File: config.mk
export PLATFORM = sky130hd
export DESIGN_NAME = nsm_seq
export DESIGN_NICKNAME = d
export VERILOG_FILES = /design/src/pkg/nsm_pkg.sv /design/src/core/nsm_seq.sv
export SDC_FILE = /design/constraint.sdc
export NUM_CORES = 1
export LEC_CHECK = 0
export ABC_AREA = 0
export BUFFER_PORTS_ARGS = -buffer_cell sky130_fd_sc_hd__clkbuf_2
export CELL_PAD_IN_SITES_DETAIL_PLACEMENT = 0
export CELL_PAD_IN_SITES_GLOBAL_PLACEMENT = 1
export CORE_MARGIN = 3
export CORE_UTILIZATION = 40
export DETAILED_ROUTE_END_ITERATION = 16
export GPL_ROUTABILITY_DRIVEN = 0
export PLACE_DENSITY = 0.83
export SLEW_MARGIN = 20
export SYNTH_ARGS = -nofsm -noshare
export SYNTH_HDL_FRONTEND = slang
export SYNTH_SLANG_ARGS = --single-unit
File: constraint.sdc
create_clock -name clk_sys_i -period 8.5 [get_ports clk_sys_i]
set_input_delay 0.425 -clock clk_sys_i [delete_from_list [all_inputs] [get_ports clk_sys_i]]
set_output_delay 0.425 -clock clk_sys_i [all_outputs]
set_load 0.02 [all_outputs]
File: src/pkg/nsm_pkg.sv
// Constants, types and register map of the security and margin command sequencer
package nsm_pkg;
    // Register byte offsets
    localparam logic [7:0]  NSM_OFS_STATUS = 8'h00;
    localparam logic [7:0]  NSM_OFS_INDEX  = 8'h04;
    localparam logic [7:0]  NSM_OFS_DATA   = 8'h08;
    localparam logic [7:0]  NSM_OFS_SECCFG = 8'h0C;
    localparam logic [7:0]  NSM_OFS_PROT   = 8'h10;
    localparam logic [7:0]  NSM_OFS_MARGIN = 8'h14;
    // Status field positions
    localparam int unsigned NSM_ST_COMMAND_COMPLETE_FLAG    = 7;
    localparam int unsigned NSM_ST_ACC     = 5;
    localparam int unsigned NSM_ST_FPV     = 4;
    localparam int unsigned NSM_ST_MG1     = 1;
    localparam int unsigned NSM_ST_MG0     = 0;
    // Security config and protection field positions
    localparam int unsigned NSM_SEC_SECURED = 8;
    localparam int unsigned NSM_PR_FLASH   = 0;
    localparam int unsigned NSM_PR_EEPROM  = 1;
    localparam int unsigned NSM_PR_NOUNSEC = 2;
    // Command codes and the index expected at launch
    localparam logic [7:0]  NSM_CMD_UNSEC  = 8'h0B;
    localparam logic [7:0]  NSM_CMD_KEY    = 8'h0C;
    localparam logic [7:0]  NSM_CMD_MARGIN = 8'h0D;
    localparam logic [2:0]  NSM_IDX_UNSEC  = 3'h0;
    localparam logic [2:0]  NSM_IDX_KEY    = 3'h4;
    localparam logic [2:0]  NSM_IDX_MARGIN = 3'h2;
    localparam logic [1:0]  NSM_BACKDOOR_KEY_ENABLE_FIELD_ON   = 2'h2;
    localparam logic [15:0] NSM_KEY_BASE   = 16'hFF70;
    localparam logic [1:0]  NSM_KEY_LAST   = 2'h3;
    // Margin level settings
    localparam logic [15:0] NSM_LVL_NORMAL = 16'h0000;
    localparam logic [15:0] NSM_LVL_ERASED = 16'h0001;
    localparam logic [15:0] NSM_LVL_PROG   = 16'h0002;
    // Reset values
    localparam logic [1:0]  NSM_BACKDOOR_KEY_ENABLE_FIELD_RST  = 2'h0;
    localparam logic [2:0]  NSM_PROT_RST   = 3'h0;
    // AXI responses
    localparam logic [1:0]  NSM_RESP_OKAY  = 2'h0;
    localparam logic [1:0]  NSM_RESP_SLV   = 2'h2;

    typedef enum logic [1:0] {NSM_IDLE, NSM_ERASE, NSM_KEY, NSM_MARGIN} nsm_state_t;

    // Answer of the memory array to an erase-all request
    typedef struct packed {
        logic done;
        logic err;
        logic fatal;
    } nsm_mem_rsp_t;
endpackage

File: src/core/nsm_seq.sv
// Unsecure, backdoor key and user margin commands with an AXI4-Lite register slave
//
// Register access over AXI4-Lite and the placing of the registers were left to the implementer.
`timescale 1ns/1ps
module nsm_seq
    import nsm_pkg::*;
(
    input  wire logic          clk_sys_i,
    input  wire logic          nrst_i,
    input  wire logic [31:0]   s_axi_awaddr_i,
    input  wire logic          s_axi_awvalid_i,
    output logic               s_axi_awready_o,
    input  wire logic [31:0]   s_axi_wdata_i,
    input  wire logic [3:0]    s_axi_wstrb_i,
    input  wire logic          s_axi_wvalid_i,
    output logic               s_axi_wready_o,
    output logic [1:0]         s_axi_bresp_o,
    output logic               s_axi_bvalid_o,
    input  wire logic          s_axi_bready_i,
    input  wire logic [31:0]   s_axi_araddr_i,
    input  wire logic          s_axi_arvalid_i,
    output logic               s_axi_arready_o,
    output logic [31:0]        s_axi_rdata_o,
    output logic [1:0]         s_axi_rresp_o,
    output logic               s_axi_rvalid_o,
    input  wire logic          s_axi_rready_i,
    output logic               erase_all_req_o,
    input  wire nsm_mem_rsp_t  mem_rsp_i,
    output logic [15:0]        key_addr_o,
    input  wire logic [15:0]   key_data_i,
    output logic               secured_o,
    output logic [1:0]         flash_margin_o,
    output logic [1:0]         eeprom_margin_o
);
    logic              aw_ok_r;
    logic [7:0]        awaddr_r;
    logic              w_ok_r;
    logic [31:0]       wdata_r;
    logic [3:0]        wstrb_r;
    logic              bvalid_r;
    logic [1:0]        bresp_r;
    logic              rvalid_r;
    logic [1:0]        rresp_r;
    logic [31:0]       rdata_r;
    logic              command_complete_flag_r;
    logic              acc_r;
    logic              fpv_r;
    logic              mg1_r;
    logic              mg0_r;
    logic [2:0]        idx_r;
    logic [15:0]       buf_r [8];
    logic [1:0]        backdoor_key_enable_field_r;
    logic [2:0]        prot_r;
    logic              secured_r;
    logic              mismatch_r;
    logic [1:0]        flash_lvl_r;
    logic [1:0]        ee_lvl_r;
    logic [1:0]        kcnt_r;
    logic              kmatch_r;
    nsm_state_t        state_r;
    nsm_state_t        go_nxt;
    logic              l_acc;
    logic              l_fpv;
    logic              wr_fire;
    logic              wr_ok;
    logic              wr_map;
    logic              launch;
    logic [31:0]       rd_val;
    logic              rd_map;
    logic              key_eq;
    logic              mem_bad;
    logic [1:0]        lvl_code;

    assign s_axi_awready_o = !aw_ok_r;
    assign s_axi_wready_o  = !w_ok_r;
    assign s_axi_bvalid_o  = bvalid_r;
    assign s_axi_bresp_o   = bresp_r;
    assign s_axi_arready_o = !rvalid_r;
    assign s_axi_rvalid_o  = rvalid_r;
    assign s_axi_rresp_o   = rresp_r;
    assign s_axi_rdata_o   = rdata_r;
    assign secured_o       = secured_r;
    assign flash_margin_o  = flash_lvl_r;
    assign eeprom_margin_o = ee_lvl_r;
    assign erase_all_req_o = (state_r == NSM_ERASE);
    assign key_addr_o      = NSM_KEY_BASE + {13'h0, kcnt_r, 1'b0};
    assign mem_bad         = mem_rsp_i.err | mem_rsp_i.fatal;

    assign wr_map = (awaddr_r == NSM_OFS_STATUS) || (awaddr_r == NSM_OFS_INDEX) ||
                    (awaddr_r == NSM_OFS_DATA) || (awaddr_r == NSM_OFS_SECCFG) ||
                    (awaddr_r == NSM_OFS_PROT) || (awaddr_r == NSM_OFS_MARGIN);
    assign wr_fire = aw_ok_r && w_ok_r && !bvalid_r;
    // Writes while a command runs are dropped
    assign wr_ok   = wr_fire && command_complete_flag_r;
    assign launch  = wr_ok && (awaddr_r == NSM_OFS_STATUS) && wstrb_r[0] && wdata_r[NSM_ST_COMMAND_COMPLETE_FLAG] &&
                     !acc_r && !fpv_r;
    assign key_eq  = (key_data_i == buf_r[{1'b0, kcnt_r} + 3'h1]);
    assign lvl_code = buf_r[2][1:0];

    // AXI write address and data capture, in either order
    always_ff @(posedge clk_sys_i) begin
        if (!nrst_i) begin
            aw_ok_r  <= 1'b0;
            awaddr_r <= 8'h00;
            w_ok_r   <= 1'b0;
            wdata_r  <= 32'h0000_0000;
            wstrb_r  <= 4'h0;
        end else begin
            if (s_axi_awvalid_i && !aw_ok_r) begin
                aw_ok_r  <= 1'b1;
                awaddr_r <= (s_axi_awaddr_i[31:8] == 24'h00_0000) ? {s_axi_awaddr_i[7:2], 2'b00} : 8'hFF;
            end else if (wr_fire) begin
                aw_ok_r <= 1'b0;
            end
            if (s_axi_wvalid_i && !w_ok_r) begin
                w_ok_r  <= 1'b1;
                wdata_r <= s_axi_wdata_i;
                wstrb_r <= s_axi_wstrb_i;
            end else if (wr_fire) begin
                w_ok_r <= 1'b0;
            end
        end
    end

    // AXI write response
    always_ff @(posedge clk_sys_i) begin
        if (!nrst_i) begin
            bvalid_r <= 1'b0;
            bresp_r  <= NSM_RESP_OKAY;
        end else if (wr_fire) begin
            bvalid_r <= 1'b1;
            bresp_r  <= wr_map ? NSM_RESP_OKAY : NSM_RESP_SLV;
        end else if (s_axi_bready_i) begin
            bvalid_r <= 1'b0;
        end
    end

    // Read mux
    always_comb begin
        rd_val = 32'h0000_0000;
        rd_map = 1'b1;
        case ({s_axi_araddr_i[7:2], 2'b00})
            NSM_OFS_STATUS: rd_val = {24'h00_0000, command_complete_flag_r, 1'b0, acc_r, fpv_r, 2'b00, mg1_r, mg0_r};
            NSM_OFS_INDEX:  rd_val = {29'h0, idx_r};
            NSM_OFS_DATA:   rd_val = {16'h0000, buf_r[idx_r]};
            NSM_OFS_SECCFG: rd_val = {23'h0, secured_r, 6'h00, backdoor_key_enable_field_r};
            NSM_OFS_PROT:   rd_val = {29'h0, prot_r};
            NSM_OFS_MARGIN: rd_val = {24'h00_0000, 2'b00, ee_lvl_r, 2'b00, flash_lvl_r};
            default:        rd_map = 1'b0;
        endcase
        if (s_axi_araddr_i[31:8] != 24'h00_0000) begin
            rd_map = 1'b0;
            rd_val = 32'h0000_0000;
        end
    end

    always_ff @(posedge clk_sys_i) begin
        if (!nrst_i) begin
            rvalid_r <= 1'b0;
            rresp_r  <= NSM_RESP_OKAY;
            rdata_r  <= 32'h0000_0000;
        end else if (s_axi_arvalid_i && !rvalid_r) begin
            rvalid_r <= 1'b1;
            rresp_r  <= rd_map ? NSM_RESP_OKAY : NSM_RESP_SLV;
            rdata_r  <= rd_val;
        end else if (s_axi_rready_i) begin
            rvalid_r <= 1'b0;
        end
    end

    // Command buffer, one word per index, byte lanes 0 and 1
    for (genvar g = 0; g < 8; g++) begin : g_buf
        always_ff @(posedge clk_sys_i) begin
            if (!nrst_i) begin
                buf_r[g] <= 16'h0000;
            end else if (wr_ok && (awaddr_r == NSM_OFS_DATA) && (idx_r == 3'(g))) begin
                if (wstrb_r[0]) begin
                    buf_r[g][7:0] <= wdata_r[7:0];
                end
                if (wstrb_r[1]) begin
                    buf_r[g][15:8] <= wdata_r[15:8];
                end
            end
        end
    end

    // Index, key enable and protection configuration
    always_ff @(posedge clk_sys_i) begin
        if (!nrst_i) begin
            idx_r   <= 3'h0;
            backdoor_key_enable_field_r <= NSM_BACKDOOR_KEY_ENABLE_FIELD_RST;
            prot_r  <= NSM_PROT_RST;
        end else if (wr_ok && wstrb_r[0]) begin
            if (awaddr_r == NSM_OFS_INDEX) begin
                idx_r <= wdata_r[2:0];
            end
            if (awaddr_r == NSM_OFS_SECCFG) begin
                backdoor_key_enable_field_r <= wdata_r[1:0];
            end
            if (awaddr_r == NSM_OFS_PROT) begin
                prot_r <= wdata_r[2:0];
            end
        end
    end

    // Launch checks
    always_comb begin
        l_acc  = 1'b0;
        l_fpv  = 1'b0;
        go_nxt = NSM_IDLE;
        case (buf_r[0][15:8])
            NSM_CMD_UNSEC: begin
                if (idx_r != NSM_IDX_UNSEC || prot_r[NSM_PR_NOUNSEC]) begin
                    l_acc = 1'b1;
                end else if (prot_r[NSM_PR_FLASH] || prot_r[NSM_PR_EEPROM]) begin
                    l_fpv = 1'b1;
                end else begin
                    go_nxt = NSM_ERASE;
                end
            end
            NSM_CMD_KEY: begin
                if (idx_r != NSM_IDX_KEY || backdoor_key_enable_field_r != NSM_BACKDOOR_KEY_ENABLE_FIELD_ON || mismatch_r) begin
                    l_acc = 1'b1;
                end else begin
                    go_nxt = NSM_KEY;
                end
            end
            NSM_CMD_MARGIN: begin
                if (idx_r != NSM_IDX_MARGIN) begin
                    l_acc = 1'b1;
                end else if (buf_r[2] != NSM_LVL_NORMAL && buf_r[2] != NSM_LVL_ERASED &&
                             buf_r[2] != NSM_LVL_PROG) begin
                    l_acc = 1'b1;
                end else begin
                    go_nxt = NSM_MARGIN;
                end
            end
            default: l_acc = 1'b1;
        endcase
    end

    // Sequencer state and key word counter
    always_ff @(posedge clk_sys_i) begin
        if (!nrst_i) begin
            state_r  <= NSM_IDLE;
            kcnt_r   <= 2'h0;
            kmatch_r <= 1'b1;
        end else begin
            case (state_r)
                NSM_IDLE: begin
                    kcnt_r   <= 2'h0;
                    kmatch_r <= 1'b1;
                    if (launch) begin
                        state_r <= go_nxt;
                    end
                end
                NSM_ERASE: begin
                    if (mem_rsp_i.done) begin
                        state_r <= NSM_IDLE;
                    end
                end
                NSM_KEY: begin
                    kcnt_r   <= kcnt_r + 2'h1;
                    kmatch_r <= kmatch_r & key_eq;
                    if (kcnt_r == NSM_KEY_LAST) begin
                        state_r <= NSM_IDLE;
                    end
                end
                NSM_MARGIN: state_r <= NSM_IDLE;
                default:    state_r <= NSM_IDLE;
            endcase
        end
    end

    // Command complete flag
    always_ff @(posedge clk_sys_i) begin
        if (!nrst_i) begin
            command_complete_flag_r <= 1'b1;
        end else if (launch && go_nxt != NSM_IDLE) begin
            command_complete_flag_r <= 1'b0;
        end else if ((state_r == NSM_ERASE && mem_rsp_i.done) ||
                     (state_r == NSM_KEY && kcnt_r == NSM_KEY_LAST) ||
                     state_r == NSM_MARGIN) begin
            command_complete_flag_r <= 1'b1;
        end
    end

    // Error flags: write one to clear, a set in the same cycle wins
    always_ff @(posedge clk_sys_i) begin
        if (!nrst_i) begin
            acc_r <= 1'b0;
            fpv_r <= 1'b0;
        end else begin
            if ((launch && l_acc) ||
                (state_r == NSM_KEY && kcnt_r == NSM_KEY_LAST && !(kmatch_r & key_eq))) begin
                acc_r <= 1'b1;
            end else if (wr_ok && awaddr_r == NSM_OFS_STATUS && wstrb_r[0] && wdata_r[NSM_ST_ACC]) begin
                acc_r <= 1'b0;
            end
            if (launch && l_fpv) begin
                fpv_r <= 1'b1;
            end else if (wr_ok && awaddr_r == NSM_OFS_STATUS && wstrb_r[0] && wdata_r[NSM_ST_FPV]) begin
                fpv_r <= 1'b0;
            end
        end
    end

    // Verify result flags, cleared by each accepted launch
    always_ff @(posedge clk_sys_i) begin
        if (!nrst_i) begin
            mg1_r <= 1'b0;
            mg0_r <= 1'b0;
        end else if (launch) begin
            mg1_r <= 1'b0;
            mg0_r <= 1'b0;
        end else if (state_r == NSM_ERASE && mem_rsp_i.done) begin
            mg1_r <= mem_bad;
            mg0_r <= mem_rsp_i.fatal;
        end
    end

    // Security state and sticky key mismatch
    always_ff @(posedge clk_sys_i) begin
        if (!nrst_i) begin
            secured_r  <= 1'b1;
            mismatch_r <= 1'b0;
        end else begin
            if (state_r == NSM_ERASE && mem_rsp_i.done && !mem_bad) begin
                secured_r <= 1'b0;
            end
            if (state_r == NSM_KEY && kcnt_r == NSM_KEY_LAST) begin
                if (kmatch_r & key_eq) begin
                    secured_r <= 1'b0;
                end else begin
                    mismatch_r <= 1'b1;
                end
            end
        end
    end

    // User margin levels; the flash block setting also governs EEPROM reads
    always_ff @(posedge clk_sys_i) begin
        if (!nrst_i) begin
            flash_lvl_r <= NSM_LVL_NORMAL[1:0];
            ee_lvl_r    <= NSM_LVL_NORMAL[1:0];
        end else if (state_r == NSM_MARGIN) begin
            ee_lvl_r <= lvl_code;
            if (!buf_r[0][7]) begin
                flash_lvl_r <= lvl_code;
            end
        end
    end
endmodule

==> flow_metrics.py <==
metrics = {
    "setup_path": {
        "critPathRequiredTime_ns": 8.90,
        "path_class": "reg2reg",
        "crit_path_top_delay_cell": "mux4_1",
        "crit_fanout": 24,
        "path_delay_family": "simple AND/OR/NAND/NOR gates",
        "cp.arrival_ns": 3.77,
        "crit_chain": "ha_1 > buf_4 > mux4_1 > mux2i_1 > xor2_1 > nand4_1 > or4_4 > a22o_1",
        "startpoint_type": "register",
        "slowest_delay_ns": 0.62,
        "cp-end-kind": "register",
        "path_buf_inv": 1,
    },
    "pwr": {
        "combPwrFrac": 0.060,
        "intPower_mw": 1.690,
        "peakVddDrop_uv": 128.9,
        "p_clk_frac": 0.436,
        "seq_power_share": 0.504,
        "report.power.total_mw": 2.192,
        "power_density_nw_per_um2": 181.8,
        "power.leakage_nw": 4.460,
        "netSwitchingPower_uw": 501.1,
        "swShare": 0.2287,
    },
    "clock_network": {
        "ctsHoldBuffers": 0,
        "path_clk_slew_ns": 0.06,
        "cts_setup_buffers": 0,
        "numClockSinks": 202,
        "postCtsResizedCells": 0,
        "cts_root_buf": "clkbuf_16",
        "cts_tree": "built",
        "clk_latency_ns": 0.51,
        "htreeDepth": 1,
        "cts_max_path_buffers": 3,
        "cts_buffers": 23,
    },
    "logic_synthesis": {
        "synth_mux_area_frac": 0.1778,
        "synth_seq_cells": 202,
        "synth_seq_area_share": 0.5083,
        "syn_avg_cell_area_um2": 12.11,
        "syn-instance-count": 865,
        "yosysTopAreaCell": "edfxtp_1",
        "ys_async_sr_fraction": 0,
        "yosys.area_share.simple": 0.1883,
        "synth_edf_count": 128,
        "synthTopCellsByArea": "edfxtp_1 37%, dfxtp_1 14%, mux4_2 13%, and2_1 7.8%, nand2_1 3.0%",
        "ys.flop_type": "edfxtp_1",
        "synth_cell_types": 55,
        "netlist_area_um2": 10480,
        "synth_warnings": 0,
        "synthXorXnorAreaFrac": 0.01254,
        "synth_fa_ha_area_frac": 0.001194,
        "synth_top_family_by_area": "simple AND/OR/NAND/NOR gates",
        "synth_compound_area_frac": 0.06509,
        "netlist.area_leader.share": 0.3669,
    },
    "die": {
        "die_w_um": 167.8,
        "initial_core_util": 0.4113,
        "die_area_um2": 28170,
        "fp.coreArea_um2": 25470,
        "dieHeight_um": 167.8,
        "ioPinCount": 189,
        "num_rows": 58,
    },
    "sta": {
        "min_period_ns": 3.368,
        "hold_viol_final": 0,
        "rsz0062_at_grt": "false",
        "skew_ns": 0.008030,
        "worst_pin_slew_ns": 1.127,
        "period_share": 0.3963,
        "relSlewSlack": 0.2476,
        "slew_violations": 0,
        "fmax_mhz": 296.9,
        "fin_tns_setup_ns": 0,
        "setup_viol": 0,
    },
    "cells_and_area": {
        "syn_to_final_growth_pct": 15.07,
        "nets": 1118,
        "diodes": 0,
        "layout-drive-gt1-share": 0.2619,
        "multiInputGateArea_um2": 4782,
        "fillers": 2280,
        "layout.area.seq_um2": 5328,
    },
    "grt": {
        "antenna_found_initial": 0,
        "gr-usage-all-layers": 0.1917,
        "grt_pass1_vias": 7042,
        "grt_pass1_wl_um": 42150,
        "overflow": 0,
        "grt_max_degree": 90,
    },
    "detailed_routing": {
        "post_drt_wl_per_cell_um": 20.37,
        "viasPerCell": 5.408,
        "final_antenna_net_count": 0,
        "firstDrtPassIters": 5,
        "num_vias": 7236,
        "drt_iter0_drc": 722,
        "drt-total-wl_um": 27250,
        "drcViolationCount": 0,
    },
    "place": {
        "io_buffers": 134,
        "dp_hpwl_um": 19700,
    },
    "worst_hold_path": {
        "hp-class": "in2reg",
    },
    "run_status": {
        "status": "finished, final reports clean",
    },
    "job": {
        "cap_violations": 0,
    },
}
-- logic make-up (layout without fill, tap and decap cells) --
| kind of cell | Yosys count | after routing |
|---|---|---|
| other | 2 | 32 |
| AOI/OAI and AO/OA | 98 | 98 |
| muxes | 103 | 103 |
| xor gates and xnor gates | 15 | 15 |
| buffers and inverters | 84 | 197 |
| adders and majority gates | 1 | 1 |
| and+or+nand+nor | 360 | 360 |
| DFF | 202 | 202 |
-- synth_stat cells (all sizes together) (2+ instances only) --
cell type,instances
edfxtp,128
a32oi,2
nand2b,13
inv,9
nor3b,2
xor2,10
or3,3
o211ai,2
a21oi,12
nand3b,2
nor4,18
and3,2
o221ai,2
o22ai,3
buf,48
conb,2
mux2i,29
nand3,10
nand4,10
dfxtp,74
o211a,2
xnor2,5
clkbuf,27
a22o,3
nor2,36
and4b,2
a22oi,14
a21boi,25
mux4,64
mux2,10
nor2b,31
o21ai,23
nor3,9
nand2,85
o221a,6
or4,2
and2,131
-- final timing paths --
kind | from | end | slack [ns] | cells past startpoint
hold / removal | s_axi_awvalid_i | aw_ok_r | 0.13 | 3
hold reg to reg | mg0_r | mg0_r | 0.48 | 2
setup / recovery | kcnt_r[1] | acc_r | 5.13 | 8
setup reg to reg | kcnt_r[1] | acc_r | 5.13 | 8
-- final cells by class --
| type | count | area share |
|---|---|---|
| Clock buffer | 35 | 0.05760 |
| Clock inverter | 7 | 0.003633 |
| Inverter | 9 | 0.002802 |
| Multi-Input combinational cell | 609 | 0.3967 |
| Sequential cell | 202 | 0.4419 |
| Tap cell | 330 | 0.03425 |
| Timing Repair Buffer | 146 | 0.06310 |
-- stage by stage --
stage,cells,hold slack [ns],util,instance area [um^2],setup slack [ns]
finish,1338,0.1254,0.4733,12060,5.132
global route,1338,0.1321,0.4733,12060,4.948
detailed placement,1296,0.4705,0.4443,11320,5.057
floorplan,895,0.4343,-,10590,5.746
CTS,1338,0.1108,0.4733,12060,5.048
global placement,1296,0.4674,0.4443,11320,5.096
-- flip-flops by register name (all words and copies together), names as in the netlist, 3 cells and up, named ones only --
signal	cells
awaddr_r	7
buf_r	128
idx_r	3
prot_r	3
s_axi_rdata_o	16
wdata_r	16
-- worst register-to-register path, stage by stage, from the launching register on --
cell and delay, ns:
dfxtp_1 0.33, ha_1 0.46, buf_4 0.49, mux4_1 0.64, mux2i_1 0.17, xor2_1 0.16, nand4_1 0.20, or4_4 0.61
a22o_1 0.21
-- layout by cell type, fill, tap and decap left out, types with 3 or more instances in the layout --
| master | n |
|---|---|
| dfxtp_1 | 72 |
| or3_1 | 3 |
| nor3_1 | 8 |
| clkbuf_2 | 134 |
| mux4_1 | 5 |
| nand3_1 | 10 |
| buf_4 | 12 |
| xnor2_1 | 5 |
| o21ai_1 | 8 |
| clkbuf_8 | 7 |
| a22o_1 | 3 |
| clkbuf_1 | 4 |
| nand2_1 | 85 |
| o21ai_0 | 15 |
| conb_1 | 32 |
| inv_1 | 9 |
| o22ai_1 | 3 |
| nor4_1 | 17 |
| nor2b_1 | 31 |
| xor2_1 | 10 |
| clkbuf_16 | 23 |
| a21boi_0 | 25 |
| o221a_2 | 6 |
| a22oi_1 | 14 |
| and2_1 | 131 |
| a21oi_1 | 12 |
| mux2_2 | 10 |
| mux4_2 | 59 |
| mux2i_1 | 29 |
| nand2b_1 | 13 |
| nor2_1 | 36 |
| edfxtp_1 | 128 |
| nand4_1 | 10 |
-- metal layers --
layer	track usage	vias to the layer above	routed length, um
li1	-	3379	-
met1	0.2888	3470	11950
met2	0.2873	353	12180
met3	0.03569	34	2554
met4	0.04945	0	564
met5	0	-	0
-- power groups by stage --
stage / Clock, mW / Sequential [mW] / Combinational, mW
detailed placement: 0 / 1.12 / 0.133
finish: 0.956 / 1.10 / 0.132
global placement: 0 / 1.12 / 0.131
global route: 1.01 / 1.11 / 0.145
floorplan: 0 / 1.11 / 0.0921
CTS: 0.974 / 1.10 / 0.133
Power figures use the tool's default switching activity.
